File: src/core/ocmux_pkg.sv
/*
  Constants for the overcurrent threshold and multiplexed ADC
  configuration slice: register indices, byte addresses, reset
  values, field positions and answer codes.
  Assumes a 12-bit AXI4-Lite byte address with one 32-bit word
  per register.
*/
package ocmux_pkg;

  // Bus widths
  localparam int ADDR_W = 12;             // Byte address width
  localparam int DATA_W = 32;             // Bus data width
  localparam int REG_W  = 16;             // Register width

  // Register indices; the byte address is four times the index
  localparam logic [7:0] IDX_HIGH  = 8'h88; // Upper limit
  localparam logic [7:0] IDX_LOW   = 8'h89; // Lower limit
  localparam logic [7:0] IDX_SPARE = 8'h8A; // Scratch word
  localparam logic [7:0] IDX_CFG1  = 8'h8B; // Mux ADC config
  localparam logic [7:0] IDX_CMP   = 8'hC0; // Comparator control
  localparam logic [7:0] IDX_EVT   = 8'hC1; // Live event state
  localparam logic [7:0] IDX_ISTAT = 8'hC2; // Sticky status (RO)
  localparam logic [7:0] IDX_IEN   = 8'hC3; // Interrupt enable
  localparam logic [7:0] IDX_ICLR  = 8'hC4; // Status clear (WO)

  // Reset values
  localparam logic [15:0] HIGH_RST  = 16'h7FFF; // +FS disables
  localparam logic [15:0] LOW_RST   = 16'h8000; // -FS disables
  localparam logic [15:0] SPARE_RST = 16'h5555;
  localparam logic [15:0] CFG1_RST  = 16'h8010;
  localparam logic [15:0] CMP_RST   = 16'h0000;
  localparam logic [15:0] CFG1_WMASK = 16'h87FF; // 14:11 reserved
  localparam logic [15:0] CMP_WMASK  = 16'hDF00; // 13, 7:0 reserved

  // Field positions of the mux ADC configuration word
  localparam int CFG_EN   = 15;  // ADC enable
  localparam int CFG_VCM  = 10;  // Common-mode buffer enable
  localparam int CFG_SRCH = 7;   // Source channel LSB (3 bits)
  localparam int CFG_SNCH = 4;   // Sink channel LSB (3 bits)
  localparam int CFG_SRLV = 2;   // Source level LSB (2 bits)
  localparam int CFG_SNLV = 0;   // Sink level LSB (2 bits)

  // Field positions of the comparator control word
  localparam int CMP_EN  = 15;   // Comparator enable
  localparam int CMP_POL = 14;   // Fault pin polarity, 1 = high
  localparam int CMP_NUM = 8;    // Deglitch select LSB (5 bits)

  // Interrupt status bits
  localparam int IRQ_W     = 3;
  localparam int IRQ_UPPER = 0;  // Upper event asserted
  localparam int IRQ_LOWER = 1;  // Lower event asserted
  localparam int IRQ_CLEAR = 2;  // Mux results cleared

  // AXI answer codes
  localparam logic [1:0] RESP_OKAY   = 2'h0;
  localparam logic [1:0] RESP_SLVERR = 2'h2;

endpackage : ocmux_pkg

File: src/core/deglitch_counter.sv
/*
  Consecutive-conversion deglitch counter for one threshold side.
  Assumes i_sample is a one-cycle strobe per fast-filter result on
  the same clock, and i_target is 1 to 32.
*/
`timescale 1ns/1ps
`default_nettype none
module deglitch_counter (
  input  wire logic       i_clk,    // System clock
  input  wire logic       i_rst_b,  // Async reset, active low
  input  wire logic       i_enable, // Comparator enabled
  input  wire logic       i_sample, // New fast-filter result
  input  wire logic       i_over,   // Result beyond threshold
  input  wire logic [5:0] i_target, // Conversions needed to trip
  output logic            o_event   // Trip level, registered
);

  logic [5:0] cnt_q;    // Consecutive conversions beyond limit
  logic [5:0] cnt_d;
  logic       event_q;  // Trip state
  logic       event_d;
  logic [5:0] cnt_inc;  // Count including this conversion

  assign cnt_inc = cnt_q + 6'h01;

  // Restart on any fallback, so there is no hysteresis
  always_comb begin
    cnt_d   = cnt_q;
    event_d = event_q;
    if (!i_enable) begin
      cnt_d   = 6'h00;
      event_d = 1'b0;
    end else if (i_sample) begin
      if (i_over) begin
        // Saturate so a long fault does not wrap and drop out
        cnt_d   = (cnt_q >= i_target) ? cnt_q : cnt_inc;
        event_d = (cnt_inc >= i_target);
      end else begin
        cnt_d   = 6'h00;
        event_d = 1'b0;
      end
    end
  end

  // Count and trip state
  always_ff @(posedge i_clk or negedge i_rst_b) begin
    if (!i_rst_b) begin
      cnt_q   <= 6'h00;
      event_q <= 1'b0;
    end else begin
      cnt_q   <= cnt_d;
      event_q <= event_d;
    end
  end

  assign o_event = event_q;

endmodule : deglitch_counter
`default_nettype wire

File: src/core/ocmux_regs.sv
/*
  Overcurrent threshold comparator and multiplexed ADC first
  configuration word, behind an AXI4-Lite register slave.
  Assumes the fast-filter result, its strobe, the standby level
  and the sequence step strobe all come from logic on i_clk.
*/
// What this block does
// Upper event when result exceeds upper limit
// Upper limit 7FFFh disables upper detection
// Upper limit register at 88h, reset 7FFFh
// Lower event when result below lower limit
// Lower limit 8000h disables lower detection
// Lower limit register at 89h, reset 8000h
// Limits are signed sixteen-bit, compared signed
// Scratch word at 8Ah, reset 5555h, inert
// Config word at 8Bh, reset 8010h, enable bit15
// Host edits 8Ch-9Fh only while ADC disabled; no registers here, 8Ch-9Fh answer SLVERR
// Disable or standby clears results and counter
// Bit 10 switches common-mode output buffer
// Bits 9:7 pick open-wire source channel
// Bits 6:4 pick open-wire sink channel
// Bits 3:2 set open-wire source magnitude
// Bits 1:0 set open-wire sink magnitude
// Fault active on either event, polarity chosen
// Trip after consecutive conversions, restart on fallback
// Config bits 14:11 read zero, ignore writes
`timescale 1ns/1ps
`default_nettype none
module ocmux_regs (
  input  wire logic        i_clk,      // 100 MHz clock
  input  wire logic        i_rst_b,    // Async reset, active low
  input  wire logic [11:0] i_awaddr,   // Write address
  input  wire logic        i_awvalid,  // Write address valid
  output logic             o_awready,  // Write address taken
  input  wire logic [31:0] i_wdata,    // Write data
  input  wire logic [3:0]  i_wstrb,    // Write byte enables
  input  wire logic        i_wvalid,   // Write data valid
  output logic             o_wready,   // Write data taken
  output logic [1:0]       o_bresp,    // Write answer code
  output logic             o_bvalid,   // Write answer valid
  input  wire logic        i_bready,   // Write answer taken
  input  wire logic [11:0] i_araddr,   // Read address
  input  wire logic        i_arvalid,  // Read address valid
  output logic             o_arready,  // Read address taken
  output logic [31:0]      o_rdata,    // Read data
  output logic [1:0]       o_rresp,    // Read answer code
  output logic             o_rvalid,   // Read answer valid
  input  wire logic        i_rready,   // Read answer taken
  input  wire logic [15:0] i_fast_result, // Fast-filter result
  input  wire logic        i_fast_valid,  // Result strobe
  input  wire logic        i_standby,     // Standby or power-down
  input  wire logic        i_seq_step,    // Sequencer step strobe
  output logic             o_mux_adc_enable,            // ADC on
  output logic             o_common_mode_buffer_enable, // Buffer
  output logic [2:0]       o_open_wire_source_channel,  // Source
  output logic [2:0]       o_open_wire_sink_channel,    // Sink
  output logic [1:0]       o_open_wire_source_level,    // uA code
  output logic [1:0]       o_open_wire_sink_level,      // uA code
  output logic             o_upper_limit_event, // Upper trip
  output logic             o_lower_limit_event, // Lower trip
  output logic             o_fault_pin,         // Fault, polarised
  output logic             o_mux_results_clear, // Clear pulse
  output logic [1:0]       o_sequence_step_counter, // Seq count
  output logic             o_irq                // Interrupt level
);

  // Matches an aligned byte address against a register index
  function automatic logic reg_hit(input logic [11:0] a,
                                   input logic [7:0]  idx);
    reg_hit = (a == {2'b00, idx, 2'b00});
  endfunction : reg_hit

  // Merges the two low byte lanes of a write into a register
  function automatic logic [15:0] lane_merge(
      input logic [15:0] old_v,
      input logic [31:0] new_v,
      input logic [3:0]  strb);
    lane_merge = {strb[1] ? new_v[15:8] : old_v[15:8],
                  strb[0] ? new_v[7:0]  : old_v[7:0]};
  endfunction : lane_merge

  // Register state
  logic [15:0] high_q;    // overcurrent_high_threshold
  logic [15:0] low_q;     // overcurrent_low_threshold
  logic [15:0] spare_q;   // crc_check_scratch_word
  logic [15:0] cfg_q;     // mux_adc_config_one
  logic [15:0] cfg_d;
  logic [15:0] cmp_q;     // Comparator control
  logic [ocmux_pkg::IRQ_W-1:0] istat_q; // Sticky status
  logic [ocmux_pkg::IRQ_W-1:0] istat_d;
  logic [ocmux_pkg::IRQ_W-1:0] ien_q;   // Interrupt enable
  logic        standby_q; // Standby seen last cycle
  logic [1:0]  seq_q;     // sequence_step_counter
  logic        clear_q;   // Results clear pulse
  logic        fault_pin_q; // Polarised fault output
  logic [1:0]  ev_prev_q; // Events last cycle, for edges

  // Bus handshake state
  logic        bvalid_q;
  logic [1:0]  bresp_q;
  logic        rvalid_q;
  logic [1:0]  rresp_q;
  logic [31:0] rdata_q;

  // Write decode
  wire wr_fire  = i_awvalid & i_wvalid & ~bvalid_q;
  wire wr_high  = wr_fire & reg_hit(i_awaddr, ocmux_pkg::IDX_HIGH);
  wire wr_low   = wr_fire & reg_hit(i_awaddr, ocmux_pkg::IDX_LOW);
  wire wr_spare = wr_fire & reg_hit(i_awaddr, ocmux_pkg::IDX_SPARE);
  wire wr_cfg   = wr_fire & reg_hit(i_awaddr, ocmux_pkg::IDX_CFG1);
  wire wr_cmp   = wr_fire & reg_hit(i_awaddr, ocmux_pkg::IDX_CMP);
  wire wr_ien   = wr_fire & reg_hit(i_awaddr, ocmux_pkg::IDX_IEN);
  wire wr_iclr  = wr_fire & reg_hit(i_awaddr, ocmux_pkg::IDX_ICLR);
  wire wr_ro    = wr_fire & (reg_hit(i_awaddr, ocmux_pkg::IDX_EVT) |
                  reg_hit(i_awaddr, ocmux_pkg::IDX_ISTAT));
  wire wr_map   = wr_high | wr_low | wr_spare | wr_cfg | wr_cmp |
                  wr_ien | wr_iclr | wr_ro;

  // Read decode
  wire rd_fire  = i_arvalid & ~rvalid_q;
  wire rd_high  = reg_hit(i_araddr, ocmux_pkg::IDX_HIGH);
  wire rd_low   = reg_hit(i_araddr, ocmux_pkg::IDX_LOW);
  wire rd_spare = reg_hit(i_araddr, ocmux_pkg::IDX_SPARE);
  wire rd_cfg   = reg_hit(i_araddr, ocmux_pkg::IDX_CFG1);
  wire rd_cmp   = reg_hit(i_araddr, ocmux_pkg::IDX_CMP);
  wire rd_evt   = reg_hit(i_araddr, ocmux_pkg::IDX_EVT);
  wire rd_istat = reg_hit(i_araddr, ocmux_pkg::IDX_ISTAT);
  wire rd_ien   = reg_hit(i_araddr, ocmux_pkg::IDX_IEN);
  // The clear register is write-only and reads as zero
  wire rd_iclr  = reg_hit(i_araddr, ocmux_pkg::IDX_ICLR);
  wire rd_map   = rd_high | rd_low | rd_spare | rd_cfg | rd_cmp |
                  rd_evt | rd_istat | rd_ien | rd_iclr;

  // Read data select; narrow registers sit in the low half
  wire [15:0] rd_word =
      rd_high  ? high_q :
      rd_low   ? low_q :
      rd_spare ? spare_q :
      rd_cfg   ? cfg_q :
      rd_cmp   ? cmp_q :
      rd_evt   ? {10'h000, seq_q, 1'b0, o_upper_limit_event | o_lower_limit_event,
                  o_lower_limit_event, o_upper_limit_event} :
      rd_istat ? {13'h0000, istat_q} :
      rd_ien   ? {13'h0000, ien_q} : 16'h0000;

  // Comparator fields
  wire       cmp_en  = cmp_q[ocmux_pkg::CMP_EN];
  wire       cmp_pol = cmp_q[ocmux_pkg::CMP_POL];
  wire [4:0] cmp_num = cmp_q[ocmux_pkg::CMP_NUM +: 5];

  // Conversions needed to trip for a deglitch select code
  function automatic logic [5:0] trip_count(input logic [4:0] s);
    trip_count = {1'b0, s} + 6'h01;
  endfunction : trip_count

  // Signed compares; a limit at full scale masks its side
  wire signed [15:0] res_s  = i_fast_result;
  wire signed [15:0] high_s = high_q;
  wire signed [15:0] low_s  = low_q;
  wire high_off = (high_q == ocmux_pkg::HIGH_RST);
  wire low_off  = (low_q == ocmux_pkg::LOW_RST);
  wire over_up  = (res_s > high_s) & ~high_off;
  wire over_lo  = (res_s < low_s) & ~low_off;

  // One deglitch counter per side; index 0 upper, 1 lower
  wire [1:0] over_side = {over_lo, over_up};
  wire [1:0] ev_side;
  genvar g;
  generate
    for (g = 0; g < 2; g++) begin : g_side
      deglitch_counter u_deg (
        .i_clk    (i_clk),
        .i_rst_b  (i_rst_b),
        .i_enable (cmp_en),
        .i_sample (i_fast_valid),
        .i_over   (over_side[g]),
        .i_target (trip_count(cmp_num)),
        .o_event  (ev_side[g])
      );
    end
  endgenerate

  assign o_upper_limit_event = ev_side[0];
  assign o_lower_limit_event = ev_side[1];
  wire fault_now = |ev_side;

  // Config update; reserved bits never take a written value
  assign cfg_d = wr_cfg ?
      (lane_merge(cfg_q, i_wdata, i_wstrb) &
       ocmux_pkg::CFG1_WMASK) : cfg_q;

  // Results clear when the ADC goes off or standby begins
  wire en_fall   = cfg_q[ocmux_pkg::CFG_EN] &
                   ~cfg_d[ocmux_pkg::CFG_EN];
  wire stby_rise = i_standby & ~standby_q;
  wire seq_hold  = ~cfg_d[ocmux_pkg::CFG_EN] | i_standby;

  // Interrupt events and sticky status; a set beats a clear
  wire [ocmux_pkg::IRQ_W-1:0] irq_set =
      {en_fall | stby_rise, ev_side & ~ev_prev_q};
  wire [ocmux_pkg::IRQ_W-1:0] irq_clr =
      wr_iclr ? i_wdata[ocmux_pkg::IRQ_W-1:0] : '0;
  assign istat_d = (istat_q & ~irq_clr) | irq_set;

  // Threshold and scratch registers
  always_ff @(posedge i_clk or negedge i_rst_b) begin
    if (!i_rst_b) begin
      high_q  <= ocmux_pkg::HIGH_RST;
      low_q   <= ocmux_pkg::LOW_RST;
      spare_q <= ocmux_pkg::SPARE_RST;
    end else begin
      if (wr_high) high_q <= lane_merge(high_q, i_wdata, i_wstrb);
      if (wr_low) low_q <= lane_merge(low_q, i_wdata, i_wstrb);
      // Scratch only feeds read-back; no other logic uses it
      if (wr_spare) spare_q <= lane_merge(spare_q, i_wdata, i_wstrb);
    end
  end

  // Configuration and control registers
  always_ff @(posedge i_clk or negedge i_rst_b) begin
    if (!i_rst_b) begin
      cfg_q <= ocmux_pkg::CFG1_RST;
      cmp_q <= ocmux_pkg::CMP_RST;
      ien_q <= '0;
    end else begin
      cfg_q <= cfg_d;
      if (wr_cmp) begin
        cmp_q <= lane_merge(cmp_q, i_wdata, i_wstrb) &
                 ocmux_pkg::CMP_WMASK;
      end
      if (wr_ien) ien_q <= i_wdata[ocmux_pkg::IRQ_W-1:0];
    end
  end

  // Sequence counter, clear pulse and standby edge
  always_ff @(posedge i_clk or negedge i_rst_b) begin
    if (!i_rst_b) begin
      standby_q <= 1'b0;
      seq_q     <= 2'b00;
      clear_q   <= 1'b0;
    end else begin
      standby_q <= i_standby;
      clear_q   <= en_fall | stby_rise;
      if (seq_hold) seq_q <= 2'b00;
      else if (i_seq_step) seq_q <= seq_q + 2'b01;
    end
  end

  // Fault pin and event history; pin idles inactive (high while CMP_POL is 0)
  always_ff @(posedge i_clk or negedge i_rst_b) begin
    if (!i_rst_b) begin
      fault_pin_q <= 1'b1;
      ev_prev_q   <= 2'b00;
      istat_q     <= '0;
    end else begin
      fault_pin_q <= cmp_pol ? fault_now : ~fault_now;
      ev_prev_q   <= ev_side;
      istat_q     <= istat_d;
    end
  end

  // Bus answers; unmapped addresses get SLVERR
  always_ff @(posedge i_clk or negedge i_rst_b) begin
    if (!i_rst_b) begin
      bvalid_q <= 1'b0;
      bresp_q  <= ocmux_pkg::RESP_OKAY;
      rvalid_q <= 1'b0;
      rresp_q  <= ocmux_pkg::RESP_OKAY;
      rdata_q  <= 32'h0000_0000;
    end else begin
      if (wr_fire) begin
        bvalid_q <= 1'b1;
        bresp_q  <= wr_map ? ocmux_pkg::RESP_OKAY
                           : ocmux_pkg::RESP_SLVERR;
      end else if (i_bready) begin
        bvalid_q <= 1'b0;
      end
      if (rd_fire) begin
        rvalid_q <= 1'b1;
        rresp_q  <= rd_map ? ocmux_pkg::RESP_OKAY
                           : ocmux_pkg::RESP_SLVERR;
        rdata_q  <= {16'h0000, rd_word};
      end else if (i_rready) begin
        rvalid_q <= 1'b0;
      end
    end
  end

  // Address and data are taken together, one write at a time
  assign o_awready = wr_fire;
  assign o_wready  = wr_fire;
  assign o_arready = rd_fire;
  assign o_bvalid  = bvalid_q;
  assign o_bresp   = bresp_q;
  assign o_rvalid  = rvalid_q;
  assign o_rresp   = rresp_q;
  assign o_rdata   = rdata_q;

  // Configuration fields straight from the register
  assign o_mux_adc_enable = cfg_q[ocmux_pkg::CFG_EN];
  assign o_common_mode_buffer_enable = cfg_q[ocmux_pkg::CFG_VCM];
  assign o_open_wire_source_channel =
      cfg_q[ocmux_pkg::CFG_SRCH +: 3];
  assign o_open_wire_sink_channel =
      cfg_q[ocmux_pkg::CFG_SNCH +: 3];
  assign o_open_wire_source_level =
      cfg_q[ocmux_pkg::CFG_SRLV +: 2];
  assign o_open_wire_sink_level =
      cfg_q[ocmux_pkg::CFG_SNLV +: 2];
  assign o_fault_pin = fault_pin_q;
  assign o_mux_results_clear = clear_q;
  assign o_sequence_step_counter = seq_q;
  assign o_irq = |(istat_q & ien_q);
endmodule : ocmux_regs
`default_nettype wire

File: config.mk
export PLATFORM = sky130hd
export DESIGN_NAME = ocmux_regs
export DESIGN_NICKNAME = d
export VERILOG_FILES = /design/src/core/ocmux_pkg.sv /design/src/core/deglitch_counter.sv /design/src/core/ocmux_regs.sv
export SDC_FILE = /design/constraint.sdc
export NUM_CORES = 1
export LEC_CHECK = 0
export ABC_AREA = 1
export ABC_CLOCK_PERIOD_IN_PS = 2080
export BUFFER_PORTS_ARGS = -buffer_cell sky130_fd_sc_hd__buf_2
export CORE_MARGIN = 2
export CORE_UTILIZATION = 35
export CTS_CLUSTER_SIZE = 25
export DETAILED_ROUTE_END_ITERATION = 8
export PLACE_DENSITY = 0.68
export SYNTH_ARGS = -nofsm -noshare
export SYNTH_HDL_FRONTEND = slang
export SYNTH_HIERARCHICAL = 1
export SYNTH_SLANG_ARGS = --single-unit
File: constraint.sdc
create_clock -name i_clk -period 2.08 [get_ports i_clk]
set_clock_uncertainty 0.1 [all_clocks]
set_input_delay 0.416 -clock i_clk [delete_from_list [all_inputs] [get_ports i_clk]]
set_output_delay 0.416 -clock i_clk [all_outputs]
set_load 0.005 [all_outputs]
==> results of run 1 <==
## how the worst max path moves through the flow
stage / from / to / slack [ns] / depth (start not counted)
floorplan: high_q[3] / g_side[0].u_deg/cnt_q[3] / -0.004 / 16
global placement: high_q[3] / g_side[0].u_deg/cnt_q[4] / -0.35 / 17
detailed placement: high_q[3] / g_side[0].u_deg/cnt_q[2] / -0.41 / 17
CTS: high_q[1] / g_side[0].u_deg/cnt_q[2] / -0.35 / 17
global route: high_q[1] / g_side[0].u_deg/cnt_q[2] / -0.53 / 17
finish: high_q[1] / g_side[0].u_deg/cnt_q[2] / -0.39 / 17
## worst max-delay path, cell delays in order, from the launching register on
cell and delay, ns:
dfstp_2 0.54, inv_2 0.05, ha_4 0.27, inv_2 0.03, o21bai_1 0.14, a21oi_1 0.10, o21bai_1 0.14, nand2_1 0.08
nand3_1 0.08, nand2_1 0.07, nor2_2 0.16, buf_6 0.15, nand2_4 0.06, nor2_4 0.11, inv_2 0.05, nor2_4 0.13
nand2_1 0.07, nand2_1 0.07
## report_power, final
| part | switching (uW) | internal (uW) | leakage [uW] |
|---|---|---|---|
| logic | 348 | 216 | 0.00310 |
| clock network | 995 | 1750 | 0.000270 |
| registers | 33.6 | 2270 | 0.00145 |
| total | 1380 | 4240 | 0.00482 |
## synthesized netlist by cell type, drive strengths merged (12+ instances only)
| cell type | n |
|---|---|
| inv | 140 |
| nor2 | 85 |
| nor3 | 12 |
| o21ai | 81 |
| buf | 30 |
| nand4 | 25 |
| nand2 | 269 |
| dfstp | 27 |
| nand3 | 53 |
| a21oi | 41 |
| dfrtp | 87 |
| ha | 58 |
## layout make-up
type	count	area (um2)
Timing Repair Buffer	188	1190
Inverter	140	526
Fill cell	2077	11500
Clock inverter	5	52.6
Multi-Input combinational cell	689	4130
Sequential cell	114	2890
Clock buffer	26	499
Tap cell	275	344
## cell families (layout without fill, tap and decap cells)
group                    after synthesis  count (layout)  share of synthesized area [%]
other                                  1              18                         0.0493
XOR/XNOR                              10              10                           1.15
AND/OR/NAND/NOR                      454             454                           28.8
adder cells (fa/ha/maj)               58              58                           9.55
buffers and inverters                172             359                           10.2
AO/OA/AOI/OAI                        149             149                           12.2
flip-flops                           114             114                           38.0
## routing by layer
metal / track usage (%) / up-vias / wire [um] / part of all wire, %
met1: 27.1 / 3249 / 9880 / 47
met4: 4.53 / 0 / 232 / 1.1
met3: 3.43 / 21 / 1240 / 5.9
li1: - / 3470 / - / -
met5: 0 / - / 0 / 0
met2: 31.4 / 199 / 9720 / 46
## registers in the layout (all words and copies together) (netlist names)
register,count
cfg_q,12
cmp_q,7
ev_prev_q,2
g_side.u_deg/cnt_q,12
g_side.u_deg/o_event,2
high_q,16
ien_q,3
istat_q,3
low_q,16
o_bresp,1
o_bvalid,1
o_fault_pin,1
o_mux_results_clear,1
o_rdata,16
o_rresp,1
o_rvalid,1
o_sequence_step_counter,2
spare_q,16
standby_q,1
## through the flow
stage / cells / setup TNS, ns / setup WS (ns)
after floorplan: 975 / -0.00988 / -0.00369
after global placement: 1402 / -3.77 / -0.349
after detailed placement: 1402 / -4.34 / -0.413
after CTS: 1435 / -3.78 / -0.347
after global routing: 1437 / -6.78 / -0.527
final: 1437 / -4.17 / -0.389
## repair_timing
action | in CTS | in global routing
endpoints found under the hold margin | 22 | 0
pin swaps | 24 | 3
hold buffers | 1 | 0
buffers inserted | 1 | 2
gates resized for setup | 20 | 3
endpoints found under the setup margin | 14 | 14
==> flow_summary.json, run 1 <==
{
  "status": "complete, but fails checks",
  "violations": "negative setup slack",
  "grt_start_max_net_pins": 49,
  "drive_gt1_share_pct": 31.6,
  "syn-instance-count": 958,
  "placed_cell_area_um2": 8990,
  "drtPass1Iterations": 5,
  "p_leak_uw": 0.00482,
  "power.density_nw_per_um2": 584,
  "fin_crit_sh_pct": 119,
  "hold_slack_ns": 0.0367,
  "drv_cap": 0,
  "cts-root-buf": "clkbuf_16",
  "hp-class": "primary input to flip-flop",
  "synth_edf_count": 0,
  "cts_buffers": 17,
  "cts_buffer_depth": 2,
  "synth_top_area_share_pct": 28.6,
  "timing.final.ws_setup_ns": -0.389,
  "final_core_util_pct": 45.5,
  "grt_overflow": 0,
  "finalHoldViolations": 0,
  "io_buffer_count": 109,
  "wl_mm": 21.1,
  "nNetsFinal": 1294,
  "gp_congestion": 0.847,
  "endpoint_kind": "flip-flop",
  "antenna_found_initial": 0,
  "vias": 6939,
  "die-area_um2": 22900,
  "hold_end": "standby_q",
  "grt.total_usage_pct": 19.4,
  "async_reset_ff_share_pct": 100,
  "syn_area_per_cell_um2": 7.93,
  "num_antenna_cells": 0,
  "h-tree-depth": 4,
  "final-setup-viol-count": 14,
  "startpoint_type": "flip-flop",
  "reg2reg_from": "high_q[1]",
  "total_power_uw": 5620,
  "die_h_um": 151,
  "yosysUniqueCellTypes": 47,
  "final_cell_mix": "nand2_1 (253), inv_1 (118), buf_2 (108)",
  "final_common_cell": "nand2_1",
  "ant_nets": 0,
  "ios": 146,
  "insertion_delay_ns": 0.42,
  "yosysWarnings": 6,
  "start_util_pct": 35.9,
  "dp.final_hpwl_mm": 16.6,
  "yosysTopAreaCell": "dfrtp_1",
  "wire_per_inst_um": 14.7,
  "area_growth_pct": 26.7,
  "irDropWorstVdd_mv": 0.541,
  "rows": 53,
  "synth_flop_cell": "dfrtp_1",
  "cts_tree": "yes",
  "final_area_um2": 9630,
  "regToRegSetupSlack_ns": -0.39,
  "r2r_cells": 17,
  "min_from": "i_standby",
  "grt_pass1_wl_mm": 34.1,
  "slew_violations": 0,
  "viasPerCell": 4.83,
  "syn_area_um2": 7600,
  "drc": 0,
  "clk_pin_slew_ns": 0.05,
  "grt_pass1_vias": 6679,
  "ys_seq_area_share_pct": 38.0,
  "clock.fmax_mhz": 405,
  "synth_seq_cells": 114,
  "required_ns": 2.33,
  "crit_fanout": 4,
  "period_minus_slack_ns": 2.47,
  "crit_type": "flip-flop to flip-flop",
  "cts_sinks": 114,
  "die_x_um": 151,
  "arrival_ns": 2.72,
  "rsz0062_at_grt": "yes",
  "r2r_end": "g_side[0].u_deg/cnt_q[2]",
  "core-area_um2": 21200,
  "ys_top_cells_by_area": "dfrtp_1 (29%), nand2_1 (13%), ha_1 (9.5%)",
  "drt-initial-drc-count": 394,
  "whs_path_depth": 1
}
Power figures use the tool's default switching activity.
==> run 2, diff against run 1 <==
SYNTH_HIERARCHICAL = default   (was 1)
==> flow_summary.json, run 2 <==
{
  "status": "complete, but fails checks",
  "violations": "negative setup slack",
  "hold_end": "standby_q",
  "hp-class": "primary input to flip-flop",
  "r2r_cells": 13,
  "async_reset_ff_share_pct": 100,
  "ios": 146,
  "grt.total_usage_pct": 19.7,
  "grt_overflow": 0,
  "grt_start_max_net_pins": 35,
  "clock.fmax_mhz": 449,
  "cts_tree": "yes",
  "endpoint_kind": "flip-flop",
  "antenna_found_initial": 2,
  "cts-root-buf": "clkbuf_16",
  "syn_area_per_cell_um2": 8.08,
  "h-tree-depth": 4,
  "reg2reg_from": "cmp_q[8]",
  "synth_flop_cell": "dfrtp_1",
  "ant_nets": 0,
  "crit_fanout": 5,
  "power.density_nw_per_um2": 611,
  "synth_seq_cells": 114,
  "yosysMostFrequentCell": "nand2_1",
  "insertion_delay_ns": 0.42,
  "die-area_um2": 21800,
  "total_power_uw": 5910,
  "rsz0062_at_grt": "yes",
  "timing.final.ws_setup_ns": -0.148,
  "wire_per_inst_um": 15.2,
  "ys_top_cells_by_area": "dfrtp_1 (30%), nand2_1 (11%), ha_1 (10%)",
  "fillCellCount": 1924,
  "die_x_um": 147,
  "dp.final_hpwl_mm": 16.1,
  "p_leak_uw": 0.00465,
  "viasPerCell": 4.89,
  "yosysWarnings": 0,
  "area_growth_pct": 34.1,
  "irDropWorstVdd_mv": 0.529,
  "finalHoldViolations": 0,
  "vias": 6717,
  "clk_pin_slew_ns": 0.06,
  "wl_mm": 20.9,
  "final_cell_mix": "nand2_1 (201), inv_1 (115), buf_2 (108)",
  "start_util_pct": 35.6,
  "cts_buffer_depth": 2,
  "ys_seq_area_share_pct": 40.1,
  "synthTopCellsByCount": "nand2_1 (219), inv_1 (123), dfrtp_1 (87)",
  "drt-initial-drc-count": 472,
  "gp_congestion": 0.881,
  "drv_cap": 0,
  "crit_type": "flip-flop to flip-flop",
  "nNetsFinal": 1234,
  "pre_cts_slack_ns": -0.248,
  "grt_pass1_wl_mm": 33.5,
  "whs_path_depth": 1,
  "synth_edf_count": 0,
  "drtPass1Iterations": 5,
  "rows": 52,
  "arrival_ns": 2.44,
  "synth_top_area_share_pct": 30.2,
  "fin_crit_sh_pct": 107,
  "drc": 0,
  "cts_sinks": 114,
  "syn_area_um2": 7210,
  "slew_violations": 0,
  "relSlewSlack_pct": 56.1,
  "yosysUniqueCellTypes": 45,
  "syn-instance-count": 892,
  "startpoint_type": "flip-flop",
  "drive_gt1_share_pct": 34.5,
  "core-area_um2": 20200,
  "final_common_cell": "nand2_1",
  "regToRegSetupSlack_ns": -0.15,
  "min_from": "i_standby",
  "yosysTopAreaCell": "dfrtp_1",
  "period_minus_slack_ns": 2.23,
  "r2r_end": "g_side[1].u_deg.cnt_q[3]",
  "io_buffer_count": 109,
  "required_ns": 2.29,
  "grt_pass1_vias": 6626,
  "die_h_um": 147,
  "final-setup-viol-count": 13,
  "worst_pin_slew_ns": 0.656,
  "cts_buffers": 17
}
run 2: critical path, stage by stage (launching register included):
cell and delay (ns):
dfrtp_1 0.44, ha_4 0.20, nand3_4 0.09, xor2_4 0.19
ha_4 0.30, nand2_4 0.04, o21a_1 0.16, nand3_1 0.06
nand2_1 0.06, inv_2 0.08, nand4_4 0.12, buf_6 0.17
nand3_2 0.06, nand2_1 0.05
run 2: worst max path at each step:
stage	cells past startpoint	slack (ns)	startpoint	end
global placement	10	-0.20	cmp_q[8]	g_side[0].u_deg.cnt_q[3]
floorplan	14	0.004	cmp_q[8]	g_side[1].u_deg.cnt_q[3]
detailed placement	10	-0.25	cmp_q[8]	g_side[0].u_deg.cnt_q[1]
finish	13	-0.15	cmp_q[8]	g_side[1].u_deg.cnt_q[3]
global route	14	-0.29	cmp_q[8]	g_side[1].u_deg.cnt_q[3]
CTS	13	-0.08	cmp_q[9]	g_side[1].u_deg.cnt_q[5]
run 2: per-layer routing:
layer | track usage (%) | up-vias | share of wire [%]
met1 | 27.2 | 3129 | 47
met3 | 4.01 | 32 | 5.6
met5 | 0 | - | 0.034
met4 | 7.26 | 2 | 2.1
met2 | 30.7 | 220 | 45
li1 | - | 3334 | -
run 2: where the power goes:
group	switching [uW]	total, uW	internal (uW)
Combinational	321	521	201
Clock	1040	3080	2040
Sequential	35.3	2310	2270
Total	1400	5910	4510
run 2: area by class of cell:
cell class	count	area (um2)	area share, %
diodes	1	2.50	0.0259
well taps	270	338	3.50
clock buffers	24	502	5.19
multi-input cells	637	4100	42.4
inverters	125	469	4.85
repair buffers	195	1240	12.9
flip-flops and latches	114	2890	29.9
clock inverters	8	124	1.28
run 2: cells by family (layout without fill, tap and decap cells):
kind of cell	count (synthesis)	in the layout	synth area share, %
and+or+nand+nor	374	374	23.4
AOI/OAI and AO/OA	174	174	15.0
buffers and inverters	158	352	9.90
DFF	114	114	40.1
adders and majority gates	58	58	10.1
xor gates and xnor gates	13	13	1.58
other	1	19	0.0520
run 2: stage by stage:
| step | utilization [%] | TNS (ns) | instances | hold WS, ns | instance area [um2] |
|---|---|---|---|---|---|
| after floorplan | - | 0 | 909 | 0.0204 | 7290 |
| after global placement | 42.3 | -2.57 | 1333 | 0.259 | 8550 |
| after detailed placement | 42.3 | -3.36 | 1333 | 0.257 | 8550 |
| after CTS | 46.1 | -0.808 | 1370 | 0.00469 | 9340 |
| after global routing | 47.8 | -3.13 | 1373 | 0.00520 | 9660 |
| final | 47.8 | -1.37 | 1374 | 0.0217 | 9670 |
run 2: timing repair:
item                       in CTS  in global routing
setup endpoints to repair      14                 17
hold buffers                    1                  0
gates resized for setup        27                 64
pin swaps                      24                 33
setup buffers                   4                  3
hold endpoints to repair       11                  0
gates cloned                    0                  0
==> run 3, diff against run 2 <==
CELL_PAD_IN_SITES_DETAIL_PLACEMENT = 0   (was default)
CELL_PAD_IN_SITES_GLOBAL_PLACEMENT = 2   (was default)
CORE_UTILIZATION = 29   (was 35)
PLACE_DENSITY = 0.87   (was 0.68)
==> flow_summary.json, run 3 (synthesis gave the netlist of run 2 again) <==
{
  "wl_mm": 21.5,
  "cpMaxStageDelayCell": "dfstp_2",
  "final_core_util_pct": 39.8,
  "crit_chain": "inv_1, ha_1, nand2_1, nor4_2, nand2_1, nand2_1, nand2_2, buf_4, nand4_4, nand2_4, nand2_1, nand2_1",
  "required_ns": 2.29,
  "grt_pass1_wl_mm": 34.8,
  "gr-usage-met3_pct": 3.47,
  "ant_nets": 0,
  "setup-tns-final_ns": -1.95,
  "rows": 57,
  "cts-root-buf": "clkbuf_16",
  "final_cell_mix": "nand2_1 (206), inv_1 (116), buf_2 (108)",
  "core-area_um2": 24400,
  "die-area_um2": 26100,
  "io_buffer_count": 109,
  "antenna_found_initial": 0,
  "drive_gt1_share_pct": 33.5,
  "finalHoldViolations": 0,
  "clk_pin_slew_ns": 0.06,
  "grt_pass1_vias": 6438,
  "h-tree-depth": 4,
  "insertion_delay_ns": 0.43,
  "nNetsFinal": 1250,
  "violations": "negative setup slack",
  "rsz0062_at_grt": "yes",
  "cts_buffers": 17,
  "dp.final_hpwl_mm": 17.0,
  "arrival_ns": 2.48,
  "finalNonFillerCells": 1443,
  "vias": 6596,
  "crit_type": "flip-flop to flip-flop",
  "slew_violations": 0,
  "relSlewSlack_pct": 58.0,
  "hp-class": "primary input to flip-flop",
  "cts_tree": "yes",
  "drv_cap": 0,
  "crit_top_cell": "nand2_1",
  "die_h_um": 162,
  "die_x_um": 162,
  "crit_fanout": 7,
  "start_util_pct": 29.5,
  "endpoint_kind": "flip-flop",
  "drt-initial-drc-count": 457,
  "final_common_cell": "nand2_1",
  "drc": 0,
  "period_minus_slack_ns": 2.27,
  "grt_overflow": 0,
  "startpoint_type": "flip-flop",
  "timing.final.ws_setup_ns": -0.189,
  "clock.fmax_mhz": 441,
  "dp.cells": 1405,
  "cts_sinks": 114,
  "irDropWorstVdd_mv": 0.443,
  "fillCellCount": 2525,
  "status": "complete, but fails checks",
  "worst_pin_slew_ns": 0.628,
  "p_leak_uw": 0.00471,
  "area_growth_pct": 34.8,
  "grt_start_max_net_pins": 38,
  "fin_crit_sh_pct": 109,
  "gp_congestion": 0.829,
  "use_met2_pct": 25.7,
  "grt.total_usage_pct": 17.2,
  "seq_area_um2": 2890,
  "ios": 146,
  "busiest_layer": "met2",
  "wire_per_inst_um": 14.9,
  "power.density_nw_per_um2": 587,
  "drtPass1Iterations": 5,
  "cts_buffer_depth": 2,
  "multi_input_area_um2": 3970,
  "num_antenna_cells": 0,
  "max_stage_delay_ns": 0.52,
  "final-setup-viol-count": 14,
  "use_met1_pct": 25.3,
  "viasPerCell": 4.57
}
run 3: changes by cell type in the layout (fill, tap and decap cells not counted), moves of 4 or more:
cell	change
a21oi_1	+4
a21oi_2	-4
buf_4	+13
clkinv_4	+4
ha_1	+5
ha_4	-4
nand2_1	+5
nand2_2	-6
nand3_1	+5
run 3: repair_timing:
action / 4_1_cts / 5_1_grt
setup endpoints to repair: 14 / 14
setup buffers: 5 / 0
pin swaps: 31 / 15
hold endpoints to repair: 25 / 0
hold buffers: 2 / 0
gates resized for setup: 33 / 30
run 3: critical path, delay by kind of cell, from the launching register on:
| family | cells | cell delay [ns] |
|---|---|---|
| simple gates | 9 | 1.01 |
| flops | 1 | 0.52 |
| buf+inv | 2 | 0.21 |
| fa+ha+maj | 1 | 0.31 |
run 3: layout make-up:
| cell class | count | share of cell area (%) |
|---|---|---|
| multi-input combinational | 637 | 40.9 |
| sequential | 114 | 29.7 |
| timing repair buffer | 211 | 14.4 |
| inverter | 125 | 4.83 |
| clock buffer | 19 | 4.66 |
| tap | 324 | 4.17 |
| clock inverter | 13 | 1.31 |
run 3: path summary, 6_finish.rpt:
kind                                   start  slack (ns)                  endpoint  cells after the start
worst max register to register     low_q[15]       -0.19  g_side[1].u_deg.cnt_q[3]                     12
max in group asynchronous            i_rst_b        0.78                 cfg_q[15]                      3
worst min-delay path                i_bready        0.07                  o_bvalid                      2
worst min register to register  ev_prev_q[0]        0.33                istat_q[0]                      1
min in group asynchronous            i_rst_b        0.41                  cfg_q[1]                      2
worst max-delay path               low_q[15]       -0.19  g_side[1].u_deg.cnt_q[3]                     12
run 3: power breakdown:
| part | internal [uW] | switching, uW |
|---|---|---|
| combinational | 201 | 315 |
| clock | 1720 | 1150 |
| sequential | 2270 | 39.6 |
| total | 4190 | 1510 |
run 3: metal layers:
layer,wire [um],up-vias
li1,-,3362
met1,11100,3073
met2,9340,147
met3,891,14
met4,229,0
met5,0,-
run 3: per-stage QoR:
step	hold WS, ns	total power, uW	setup WS, ns	cell area, um2
after floorplan	0.0204	2580	0.00362	7290
after global placement	0.303	2840	-0.311	8790
after detailed placement	0.313	2850	-0.391	8790
after CTS	0.0503	5750	-0.203	9580
after global routing	0.0613	5950	-0.337	9710
final	0.0664	5700	-0.189	9710
